## config.mk

```make
export PLATFORM = sky130hd
export DESIGN_NAME = bctf_top
export DESIGN_NICKNAME = d
export VERILOG_FILES = /design/src/bctf_pkg.sv /design/src/bctf_sync.sv /design/src/bctf_cap_reg.sv /design/src/bctf_top.sv
export SDC_FILE = /design/constraint.sdc
export NUM_CORES = 1
export LEC_CHECK = 0
export ABC_AREA = 0
export ABC_CLOCK_PERIOD_IN_PS = 6480
export BUFFER_PORTS_ARGS = -buffer_cell sky130_fd_sc_hd__buf_2
export CORE_MARGIN = 2
export CORE_UTILIZATION = 58
export DETAILED_ROUTE_END_ITERATION = 10
export PLACE_DENSITY_LB_ADDON = 0.15
export SYNTH_ARGS = -nofsm -noshare
export SYNTH_HDL_FRONTEND = slang
export SYNTH_HIERARCHICAL = 1
export SYNTH_SLANG_ARGS = --single-unit
```

## constraint.sdc

```tcl
create_clock -name clk_i -period 6.48 [get_ports clk_i]
set_input_delay 0.648 -clock clk_i [delete_from_list [all_inputs] [get_ports clk_i]]
set_output_delay 0.648 -clock clk_i [all_outputs]
set_load 0.05 [all_outputs]
```

## src/bctf_pkg.sv

```systemverilog
// Package: constants, state encodings and carrier types for the bus-cycle trigger block
// Summary of operation
// - Drive out a local copy of bus clock.
// - State is {aclken, dclken, trigger, aux} encoded.
// - All state updates on rising clock edge.
// - Motherboard reset forces idle every clock edge.
// - Start on CPU request, or I/O when PCI-clock low.
// - CPU cycle leaves start on last word and done.
// - I/O cycle leaves start on slave done alone.
// - Address hold, data hold, fire first, fire second.
// - Fire second exits on request gone or dropped.
// - Dropped flag: set on request gone, cleared idle.
// - Active-low enables sample capture registers, else hold.
// - Trigger fires for CPU and PCI memory cycles.
// - Active-low CPU interrupt reports hardware trigger condition.
// - PCI-side clock only qualifies I/O-master starts.
package bctf_pkg;

  // ----------------------------------------------------------------
  // State encodings {addr enable, data enable, trigger, aux}
  // ----------------------------------------------------------------
  typedef enum logic [3:0] {
    ST_IDLE        = 4'h0,
    ST_BEGIN       = 4'hC,
    ST_ADDR_HOLD   = 4'h4,
    ST_DATA_HOLD   = 4'h1,
    ST_FIRE_FIRST  = 4'h2,
    ST_FIRE_SECOND = 4'h3
  } bctf_state_t;

  localparam int unsigned ST_BIT_ACLKEN    = 3;
  localparam int unsigned ST_BIT_DCLKEN    = 2;
  localparam int unsigned ST_BIT_TRIG      = 1;

  // ----------------------------------------------------------------
  // Register map (byte addresses)
  // ----------------------------------------------------------------
  localparam logic [7:0]  REG_CTRL      = 8'h00;
  localparam logic [7:0]  REG_STATUS    = 8'h04;
  localparam logic [7:0]  REG_IRQ_STAT  = 8'h08;
  localparam logic [7:0]  REG_IRQ_MASK  = 8'h0C;
  localparam logic [7:0]  REG_CAP_ADDR  = 8'h10;
  localparam logic [7:0]  REG_CAP_DLO   = 8'h14;
  localparam logic [7:0]  REG_CAP_DHI   = 8'h18;
  localparam logic [7:0]  REG_TRIG_CNT  = 8'h1C;
  localparam int unsigned ADDR_W        = 8;

  typedef enum logic [3:0] {
    SEL_CTRL, SEL_STATUS, SEL_IRQ_STAT, SEL_IRQ_MASK,
    SEL_CAP_ADDR, SEL_CAP_DLO, SEL_CAP_DHI, SEL_TRIG_CNT, SEL_NONE
  } bctf_sel_t;

  // Control fields
  localparam int unsigned CTRL_RUN_BIT  = 0;
  localparam int unsigned CTRL_SWI_BIT  = 1;
  localparam logic [1:0]  CTRL_RESET    = 2'h1;

  // Interrupt status fields
  localparam int unsigned IRQ_W         = 3;
  localparam int unsigned IRQ_FIRE_BIT  = 0;
  localparam int unsigned IRQ_EXT_BIT   = 1;
  localparam int unsigned IRQ_DROP_BIT  = 2;
  localparam logic [2:0]  IRQ_MASK_RST  = 3'h0;

  // Status register fields
  localparam int unsigned STAT_DROP_BIT = 4;
  localparam int unsigned STAT_RD_BIT   = 5;
  localparam int unsigned STAT_BLK_BIT  = 6;
  localparam int unsigned STAT_IOM_BIT  = 7;

  localparam int unsigned CNT_W         = 16;

  // ----------------------------------------------------------------
  // Carrier for the synchronised bus status pins (all active high)
  // ----------------------------------------------------------------
  typedef struct packed {
    logic rq;
    logic last;
    logic done;
    logic iom;
    logic pclk;
    logic rst;
    logic xtrig;
    logic rd;
    logic blk;
  } bctf_bus_t;

  localparam int unsigned BUS_W = 9;

endpackage : bctf_pkg

```

## src/bctf_sync.sv

```systemverilog
// Two-flop synchroniser for a vector of pin levels
`timescale 1ns/100ps
`default_nettype none
module bctf_sync #(
  parameter int unsigned W = 1
) (
  input  wire logic         clk_i,
  input  wire logic         rstn_i,
  input  wire logic [W-1:0] d_i,
  output logic      [W-1:0] q_o
);

  logic [W-1:0] meta_ff;
  logic [W-1:0] q_ff;

  always_ff @(posedge clk_i or negedge rstn_i) begin
    if (!rstn_i) begin
      meta_ff <= '0;
      q_ff    <= '0;
    end else begin
      meta_ff <= d_i;
      q_ff    <= meta_ff;
    end
  end

  assign q_o = q_ff;

endmodule : bctf_sync
`default_nettype wire

```

## src/bctf_cap_reg.sv

```systemverilog
// Capture register with active-low sample enable
`timescale 1ns/100ps
`default_nettype none
module bctf_cap_reg #(
  parameter int unsigned W = 32
) (
  input  wire logic         clk_i,
  input  wire logic         rstn_i,
  input  wire logic         en_n_i,
  input  wire logic [W-1:0] d_i,
  output logic      [W-1:0] q_o
);

  logic [W-1:0] q_ff;
  logic [W-1:0] nxt_q;

  always_comb begin
    nxt_q = en_n_i ? q_ff : d_i;
  end

  always_ff @(posedge clk_i or negedge rstn_i) begin
    if (!rstn_i) begin
      q_ff <= '0;
    end else begin
      q_ff <= nxt_q;
    end
  end

  assign q_o = q_ff;

endmodule : bctf_cap_reg
`default_nettype wire

```

## src/bctf_top.sv

```systemverilog
// Bus-cycle trigger state machine with capture registers and APB slave
`timescale 1ns/100ps
`default_nettype none
module bctf_top #(
  parameter int unsigned AW = 32,
  parameter int unsigned DW = 64
) (
  input  wire logic                 clk_i,
  input  wire logic                 rstn_i,
  // Bus status pins, active low as on the board, except the PCI-side clock, reset and trigger
  input  wire logic                 mreq_n_i,
  input  wire logic                 mlast_n_i,
  input  wire logic                 slv_done_n_i,
  input  wire logic                 iom_gnt_n_i,
  input  wire logic                 rd_n_i,
  input  wire logic                 block_n_i,
  input  wire logic                 pci_side_clock_i,
  input  wire logic                 dbg_rst_i,
  input  wire logic                 ext_trig_i,
  input  wire logic [AW-1:0]        bus_addr_i,
  input  wire logic [DW-1:0]        bus_data_i,
  // Outputs to analyser and CPU
  output logic                      addr_clk_o,
  output logic                      aclken_n_o,
  output logic                      dclken_n_o,
  output logic                      atrig_o,
  output logic                      dbgint_n_o,
  output logic                      irq_o,
  output logic [AW-1:0]             cap_addr_o,
  output logic [DW-1:0]             cap_data_o,
  // APB slave
  input  wire logic                 psel_i,
  input  wire logic                 penable_i,
  input  wire logic                 pwrite_i,
  input  wire logic [bctf_pkg::ADDR_W-1:0] paddr_i,
  input  wire logic [31:0]          pwdata_i,
  output logic [31:0]               prdata_o,
  output logic                      pready_o,
  output logic                      pslverr_o
);

  // ----------------------------------------------------------------
  // Register address decode
  // ----------------------------------------------------------------
  function automatic bctf_pkg::bctf_sel_t reg_sel(input logic [bctf_pkg::ADDR_W-1:0] a);
    case (a)
      bctf_pkg::REG_CTRL:     reg_sel = bctf_pkg::SEL_CTRL;
      bctf_pkg::REG_STATUS:   reg_sel = bctf_pkg::SEL_STATUS;
      bctf_pkg::REG_IRQ_STAT: reg_sel = bctf_pkg::SEL_IRQ_STAT;
      bctf_pkg::REG_IRQ_MASK: reg_sel = bctf_pkg::SEL_IRQ_MASK;
      bctf_pkg::REG_CAP_ADDR: reg_sel = bctf_pkg::SEL_CAP_ADDR;
      bctf_pkg::REG_CAP_DLO:  reg_sel = bctf_pkg::SEL_CAP_DLO;
      bctf_pkg::REG_CAP_DHI:  reg_sel = bctf_pkg::SEL_CAP_DHI;
      bctf_pkg::REG_TRIG_CNT: reg_sel = bctf_pkg::SEL_TRIG_CNT;
      default:                reg_sel = bctf_pkg::SEL_NONE;
    endcase
  endfunction : reg_sel

  // ----------------------------------------------------------------
  // Pin synchronisers
  // ----------------------------------------------------------------
  bctf_pkg::bctf_bus_t bus_raw;
  bctf_pkg::bctf_bus_t bus;
  logic [AW-1:0]       addr_q;
  logic [DW-1:0]       data_q;

  assign bus_raw = '{rq: ~mreq_n_i, last: ~mlast_n_i, done: ~slv_done_n_i, iom: ~iom_gnt_n_i,
                     pclk: pci_side_clock_i, rst: dbg_rst_i, xtrig: ext_trig_i,
                     rd: ~rd_n_i, blk: ~block_n_i};

  bctf_sync #(.W(bctf_pkg::BUS_W)) u_sync_ctl (
    .clk_i  (clk_i),
    .rstn_i (rstn_i),
    .d_i    (bus_raw),
    .q_o    (bus)
  );

  bctf_sync #(.W(AW + DW)) u_sync_dat (
    .clk_i  (clk_i),
    .rstn_i (rstn_i),
    .d_i    ({bus_addr_i, bus_data_i}),
    .q_o    ({addr_q, data_q})
  );

  // Capture registers sample the bus lines two clocks late, through the synchroniser; the local clock copy is the bus clock itself
  assign addr_clk_o = clk_i;

  // ----------------------------------------------------------------
  // Trigger state machine
  // ----------------------------------------------------------------
  bctf_pkg::bctf_state_t state_ff;
  bctf_pkg::bctf_state_t nxt_state;
  logic                  drop_ff;
  logic                  nxt_drop;
  logic                  run_ff;

  always_comb begin
    nxt_state = state_ff;
    case (state_ff)
      bctf_pkg::ST_IDLE: begin
        // Half-rate clock only gates I/O-master starts
        if (run_ff && bus.rq && (!bus.iom || !bus.pclk)) begin
          nxt_state = bctf_pkg::ST_BEGIN;
        end
      end
      bctf_pkg::ST_BEGIN: begin
        if (!bus.iom && bus.last && bus.done) begin
          nxt_state = bctf_pkg::ST_ADDR_HOLD;
        end else if (bus.iom && bus.done) begin
          nxt_state = bctf_pkg::ST_ADDR_HOLD;
        end
      end
      bctf_pkg::ST_ADDR_HOLD:  nxt_state = bctf_pkg::ST_DATA_HOLD;
      bctf_pkg::ST_DATA_HOLD:  nxt_state = bctf_pkg::ST_FIRE_FIRST;
      bctf_pkg::ST_FIRE_FIRST: nxt_state = bctf_pkg::ST_FIRE_SECOND;
      bctf_pkg::ST_FIRE_SECOND: begin
        if (!bus.rq || drop_ff) begin
          nxt_state = bctf_pkg::ST_IDLE;
        end
      end
      default: nxt_state = bctf_pkg::ST_IDLE;
    endcase
    if (bus.rst) begin
      nxt_state = bctf_pkg::ST_IDLE;
    end
  end

  always_comb begin
    nxt_drop = (state_ff != bctf_pkg::ST_IDLE) && (!bus.rq || drop_ff);
  end

  always_ff @(posedge clk_i or negedge rstn_i) begin
    if (!rstn_i) begin
      state_ff <= bctf_pkg::ST_IDLE;
      drop_ff  <= 1'b0;
    end else begin
      state_ff <= nxt_state;
      drop_ff  <= nxt_drop;
    end
  end

  // State bits drive the pins directly, so the outputs are glitch-free
  assign aclken_n_o = ~state_ff[bctf_pkg::ST_BIT_ACLKEN];
  assign dclken_n_o = ~state_ff[bctf_pkg::ST_BIT_DCLKEN];
  assign atrig_o    = state_ff[bctf_pkg::ST_BIT_TRIG];

  bctf_cap_reg #(.W(AW)) u_cap_addr (
    .clk_i  (clk_i),
    .rstn_i (rstn_i),
    .en_n_i (aclken_n_o),
    .d_i    (addr_q),
    .q_o    (cap_addr_o)
  );

  bctf_cap_reg #(.W(DW)) u_cap_data (
    .clk_i  (clk_i),
    .rstn_i (rstn_i),
    .en_n_i (dclken_n_o),
    .d_i    (data_q),
    .q_o    (cap_data_o)
  );

  // ----------------------------------------------------------------
  // Events, interrupt status and mask
  // ----------------------------------------------------------------
  logic                          xtrig_d_ff;
  logic [bctf_pkg::IRQ_W-1:0]    irq_stat_ff;
  logic [bctf_pkg::IRQ_W-1:0]    nxt_irq_stat;
  logic [bctf_pkg::IRQ_W-1:0]    irq_mask_ff;
  logic [bctf_pkg::IRQ_W-1:0]    nxt_irq_mask;
  logic [bctf_pkg::IRQ_W-1:0]    ev;
  logic [1:0]                    ctrl_ff;
  logic [1:0]                    nxt_ctrl;
  logic [bctf_pkg::CNT_W-1:0]    cnt_ff;
  logic [bctf_pkg::CNT_W-1:0]    nxt_cnt;
  logic                          wr_acc;
  bctf_pkg::bctf_sel_t           sel;

  assign sel    = reg_sel(paddr_i);
  assign wr_acc = psel_i && penable_i && pwrite_i;
  assign run_ff = ctrl_ff[bctf_pkg::CTRL_RUN_BIT];

  always_comb begin
    ev = '0;
    ev[bctf_pkg::IRQ_FIRE_BIT] = (state_ff == bctf_pkg::ST_DATA_HOLD) && !bus.rst;
    ev[bctf_pkg::IRQ_EXT_BIT]  = bus.xtrig && !xtrig_d_ff;
    ev[bctf_pkg::IRQ_DROP_BIT] = nxt_drop && !drop_ff;
    nxt_irq_stat = irq_stat_ff;
    nxt_irq_mask = irq_mask_ff;
    nxt_ctrl     = ctrl_ff;
    nxt_cnt      = cnt_ff + bctf_pkg::CNT_W'(ev[bctf_pkg::IRQ_FIRE_BIT]);
    if (wr_acc && sel == bctf_pkg::SEL_IRQ_STAT) begin
      nxt_irq_stat = irq_stat_ff & ~pwdata_i[bctf_pkg::IRQ_W-1:0];
    end
    if (wr_acc && sel == bctf_pkg::SEL_IRQ_MASK) begin
      nxt_irq_mask = pwdata_i[bctf_pkg::IRQ_W-1:0];
    end
    if (wr_acc && sel == bctf_pkg::SEL_CTRL) begin
      nxt_ctrl = pwdata_i[1:0];
    end
    if (wr_acc && sel == bctf_pkg::SEL_TRIG_CNT) begin
      nxt_cnt = '0;
    end
    // A new event in the clearing cycle is kept
    nxt_irq_stat = nxt_irq_stat | ev;
  end

  always_ff @(posedge clk_i or negedge rstn_i) begin
    if (!rstn_i) begin
      xtrig_d_ff  <= 1'b0;
      irq_stat_ff <= '0;
      irq_mask_ff <= bctf_pkg::IRQ_MASK_RST;
      ctrl_ff     <= bctf_pkg::CTRL_RESET;
      cnt_ff      <= '0;
    end else begin
      xtrig_d_ff  <= bus.xtrig;
      irq_stat_ff <= nxt_irq_stat;
      irq_mask_ff <= nxt_irq_mask;
      ctrl_ff     <= nxt_ctrl;
      cnt_ff      <= nxt_cnt;
    end
  end

  // Software can raise the CPU interrupt too, to test the handler
  assign irq_o      = |(irq_stat_ff & irq_mask_ff);
  assign dbgint_n_o = ~(irq_o || ctrl_ff[bctf_pkg::CTRL_SWI_BIT]);

  // ----------------------------------------------------------------
  // APB read path: zero wait states, registered read data
  // ----------------------------------------------------------------
  logic [31:0] rdata_ff;
  logic [31:0] nxt_rdata;
  logic [31:0] stat_word;

  always_comb begin
    stat_word = '0;
    stat_word[3:0]                     = state_ff;
    stat_word[bctf_pkg::STAT_DROP_BIT] = drop_ff;
    stat_word[bctf_pkg::STAT_RD_BIT]   = bus.rd;
    stat_word[bctf_pkg::STAT_BLK_BIT]  = bus.blk;
    stat_word[bctf_pkg::STAT_IOM_BIT]  = bus.iom;
    nxt_rdata = rdata_ff;
    if (psel_i && !penable_i && !pwrite_i) begin
      case (sel)
        bctf_pkg::SEL_CTRL:     nxt_rdata = {30'h0, ctrl_ff};
        bctf_pkg::SEL_STATUS:   nxt_rdata = stat_word;
        bctf_pkg::SEL_IRQ_STAT: nxt_rdata = {29'h0, irq_stat_ff};
        bctf_pkg::SEL_IRQ_MASK: nxt_rdata = {29'h0, irq_mask_ff};
        bctf_pkg::SEL_CAP_ADDR: nxt_rdata = cap_addr_o[31:0];
        bctf_pkg::SEL_CAP_DLO:  nxt_rdata = cap_data_o[31:0];
        bctf_pkg::SEL_CAP_DHI:  nxt_rdata = cap_data_o[63:32];
        bctf_pkg::SEL_TRIG_CNT: nxt_rdata = {16'h0, cnt_ff};
        default:                nxt_rdata = 32'h0;
      endcase
    end
  end

  always_ff @(posedge clk_i or negedge rstn_i) begin
    if (!rstn_i) begin
      rdata_ff <= '0;
    end else begin
      rdata_ff <= nxt_rdata;
    end
  end

  assign prdata_o  = rdata_ff;
  assign pready_o  = 1'b1;
  assign pslverr_o = psel_i && penable_i && (sel == bctf_pkg::SEL_NONE);
endmodule : bctf_top
`default_nettype wire

```

## Word level (Yosys, flattened, before mapping)

Memory sizes are Yosys's and may differ from the RTL's.
Index checks and enable logic that the tools add are counted.
Widths: inputs -> output; s select.

| operators by class | value |
|---|---|
| multipliers | 0 |
| add/sub/neg operators | 1 |
| muxes and demuxes | 10 |
| eq/ne operators | 16 |
| bitwise logic cells | 13 |
| reductions and logical operators | 35 |
| shift operators | 0 |
| $lt $le $gt $ge | 0 |
| div/mod/pow operators | 0 |

Operators by type and width:

| operator | number |
|---|---|
| $pmux 32 s8 | 1 |
| $mux 4 | 6 |
| $pmux 4 s6 | 1 |
| $eq 4x3->1 const B | 5 |
| $logic_and 1x1->1 | 18 |
| $add 16x1->16 | 1 |
| $eq 4x2->1 const B | 4 |
| $mux 16 | 1 |
| $not 1->1 | 9 |
| $eq 4x1->1 const B | 2 |
| $eq 4x4->1 const B | 2 |
| $logic_not 1->1 | 8 |
| $logic_not 4->1 | 2 |
| $and 3x3->3 | 2 |
| $ne 3x2->1 const B | 2 |
| $ne 4x3->1 const B | 1 |
| $reduce_bool 4->1 | 1 |
| $logic_not 3->1 | 1 |
| $logic_or 1x1->1 | 3 |
| $mux 3 | 1 |
| $not 3->3 | 1 |
| $or 3x3->3 | 1 |
| $reduce_and 3->1 | 1 |
| $reduce_or 3->1 | 1 |

| word-level totals | value |
|---|---|
| bits in latches | 0 |
| memories | 1 |
| word-level logic and storage cells | 90 |
| RAM bits | 0 |
| ROM bits | 128 |
| output and inout bits | 136 |
| flip-flop bits (word level) | 368 |

Memory list:

| name | words | width | read ports | clocked after memory_dff | write ports | RTL line | source |
|---|---|---|---|---|---|---|---|
| (name not given) | 32 | 4 | 1 | 0 | 0 | bctf_top.sv:46 | `case (a)` |

## Longest topological paths before layout

| logic depth | value |
|---|---|
| depth in word-level cells | 6 |
| gate-level depth with buffers | 8 |
| depth with buffers taken out | 7 |

## Cells and area by module

The synthesis kept the hierarchy.

Modules (own cells, without submodules):

| module | area each (sq um) | times used | seq. area each (sq um) | cells each |
|---|---|---|---|---|
| bctf_sync at u_sync_dat | 4804.6 | 1 | 4804.6 | 192 |
| bctf_top | 3776.1 | 1 | 1552.7 | 367 |
| bctf_cap_reg at u_cap_data | 2678.8 | 1 | 1601.5 | 135 |
| bctf_cap_reg at u_cap_addr | 1345.0 | 1 | 800.8 | 68 |
| bctf_sync at u_sync_ctl | 450.4 | 1 | 450.4 | 18 |

==> metrics.md <==
| Metric | Value |
|---|---|
| PD cells | `320 nW/um2` |
| FF+latch count, synth | `368` |
| GRT Overall Usage | `0.230` |
| Drt pass-1 iters | `5` |
| # setup viols final | `0` |
| Status | `finished clean` |
| Post-Syn Area | `13100 um2` |
| EDFF count, synth | `0` |
| Antenna violations before repair | `4` |
| Crit start category | `clock port` |
| Hold Vio Cnt, Final | `0` |
| Max Cap Viol | `0` |
| Pleak | `8.02 nW` |
| Fill count | `1463` |
| Post-CTS setup buffer count | `0` |
| DR iter-0 viols | `400` |
| Clock transition at path regs | `0.06 ns` |
| DP HPWL | `approximately 17000 um` |
| Final #Nets | `1199` |
| Synthesis-to-layout area growth | `19.8%` |
| Initial core utilization | `0.595` |
| Max-slew headroom | `0.233` |
| # DRC | `0` |
| Vias per inst | `5.35` |
| Hold Crit Class | `in -> async` |
| First-pass GRT wire length | `41500 um` |
| Busiest grt layer | `met2` |
| Rows | `54` |
| GRT overflow | `0` |
| Ys Warns | `6` |
| M3 GR Usage | `0.0626` |
| Cell variety after synth | `between 50 and 60` |
| GR Util met1 | `0.329` |
| Clock skew | `0.0161 ns` |
| Vias in the first global route | `7361` |
| Syn Area/Cell | `around 17 um2` |
| Crit Path Category | `clk -> out` |
| Asr flop ratio synth | `1.00` |
| # resized after CTS | `0` |
| Setup_tns | `0 ns` |
| Mapped Nets | `932` |
| Peak supply drop | `0.289 mV` |
| Hold_buf cts | `0` |
| Worst Path Required | `5.83 ns` |
| Placed insts | `1286` |
| Worst EP arrival | `3.69 ns` |
| CP endpoint kind | `output port` |
| Final Wtd Congestion | `0.867` |
| Die W | `154 um` |
| Layout cells sized above 1 | `0.444` |
| Via count | `between 7000 and 8000` |
| Final instance area | `15600 um2` |
| Total power | `between 5 and 6 mW` |
| Post-Syn Instances | `780` |
| I/O Buffers | `255` |
| CTS tree | `yes` |
| Commonest register cell after synthesis | `dfrtp_1` |
| Clk_lat worst skew | `around 0.63 ns` |
| Die height | `154 um` |
| IO Pins | `286` |
| Maximum number of pins on one net before global-route repair | `around 160` |
| Sequential share of the synthesized area | `0.705` |
| Slew Limit Fails | `0` |
| RSZ-0062 raised after global routing | `false` |
| Post-DRT Antenna Nets | `0` |
| Dpl cell area | `between 10000 and 15000 um2` |
| Multi-input gate area | `3470 um2` |
| Final std cells w/o fill | `1354` |
| Avg WL per Cell | `19.5 um` |
| Die area | `between 20000 and 25000 um2` |
| Worst Max-Slew Pin Slew | `about 1.1 ns` |
| Routed wire length | `26400 um` |
| Core box area | `~22000 um2` |
| Register area | `9210 um2` |
| Crit Path Max Fanout | `2` |
| Global Route met2 Usage | `0.346` |
## critical path, cell delays in order
cell and delay, ns:
clkbuf_16 0.12, clkbuf_16 0.13, buf_2 0.20
## final cells by class
type	count	share of cell area
antenna	2	0.000320
clock buffer	57	0.0706
tap	280	0.0224
inverter	10	0.00256
timing repair buffer	260	0.0856
multi-input combinational	367	0.222
clock inverter	10	0.00752
sequential	368	0.589
## worst paths after layout
path | from | end | slack (ns) | cells after the start
setup / recovery | clk_i | addr_clk_o | 2.15 | 3
hold / removal | rstn_i | prdata_o[25] | 0.08 | 1
setup reg to reg | state_ff[3] | cnt_ff[15] | 3.80 | 7
hold reg to reg | u_sync_dat/meta_ff[76] | u_sync_dat/q_o[76] | 0.34 | 0
max in group asynchronous | rstn_i | u_cap_data/q_o[53] | 4.87 | 2
min in group clk_i | bus_data_i[63] | u_sync_dat/meta_ff[63] | 0.12 | 1
## cell usage after synthesis (9+ instances only)
cell type / count / area, um2
buf_2: 12 / 60.1
o21ai_0: 10 / 50.1
buf_12: 9 / 180
a21oi_1: 11 / 55.1
xor2_1: 10 / 87.6
a221oi_2: 10 / 150
nand2_1: 26 / 97.6
nor2_2: 10 / 62.6
dfrtp_1: 367 / 9180
nand3_1: 13 / 65.1
inv_1: 10 / 37.5
a221oi_1: 9 / 78.8
nor2_1: 44 / 165
mux2_2: 29 / 327
mux2_4: 90 / 1350
## power breakdown
| part | total [mW] | switching, mW | internal, mW |
|---|---|---|---|
| clock network | 2.13 | 0.869 | 1.26 |
| registers | 2.47 | 0.0544 | 2.41 |
| logic | 0.415 | 0.288 | 0.127 |
## through the flow
stage / worst slack (ns) / hold slack [ns] / utilization
after floorplan: 2.42 / 0.331 / -
after global placement: 2.40 / 0.331 / 0.657
after detailed placement: 2.40 / 0.335 / 0.657
after CTS: 2.14 / 0.0937 / 0.712
after global routing: 2.14 / 0.0964 / 0.712
final: 2.15 / 0.0832 / 0.712
## cells in the final DEF, fill, tap and decap left out, types with 5 or more instances in the layout
cell / instances
a22o_1: 8
mux2_2: 29
clkbuf_1: 11
inv_1: 8
a21oi_1: 11
a221oi_1: 9
nand4_1: 8
nor2_2: 10
buf_2: 254
and3_1: 5
o21ai_0: 10
mux2i_1: 5
a221oi_2: 10
clkbuf_16: 39
nand3_1: 13
a32oi_1: 8
dfrtp_1: 367
xor2_1: 10
mux4_2: 8
nor2_1: 44
mux2_4: 90
clkinv_2: 5
nand2_1: 25
buf_4: 5
clkbuf_8: 6
## metal layers
layer | vias to the layer above | wire (um)
met5 | - | 41
met4 | 6 | 732
met3 | 59 | 1880
met2 | 252 | 12400
met1 | 3653 | 11300
li1 | 3268 | -
## logic make-up (layout without fill, tap and decap cells)
family	count (synthesis)	in the layout	share of synthesized area
flip-flops	368	368	0.705
multiplexers	132	132	0.146
buffers and inverters	45	337	0.0288
other	1	3	0.000287
adder cells (fa/ha/maj)	2	2	0.00192
XOR/XNOR	11	11	0.00738
AND/OR/NAND/NOR	147	147	0.0630
AO/OA/AOI/OAI	74	74	0.0471
## state kept, by name, indices dropped and copies added, names as in the netlist
signal	count
u_sync_dat/meta_ff	96
u_sync_dat/q_o	96
u_cap_data/q_o	64
prdata_o	32
u_cap_addr/q_o	32
cnt_ff	16
u_sync_ctl/meta_ff	9
u_sync_ctl/q_o	9
state_ff	4
irq_mask_ff	3
irq_stat_ff	3
ctrl_ff	2
drop_ff	1
xtrig_d_ff	1
(Power assumes the default switching activity.)
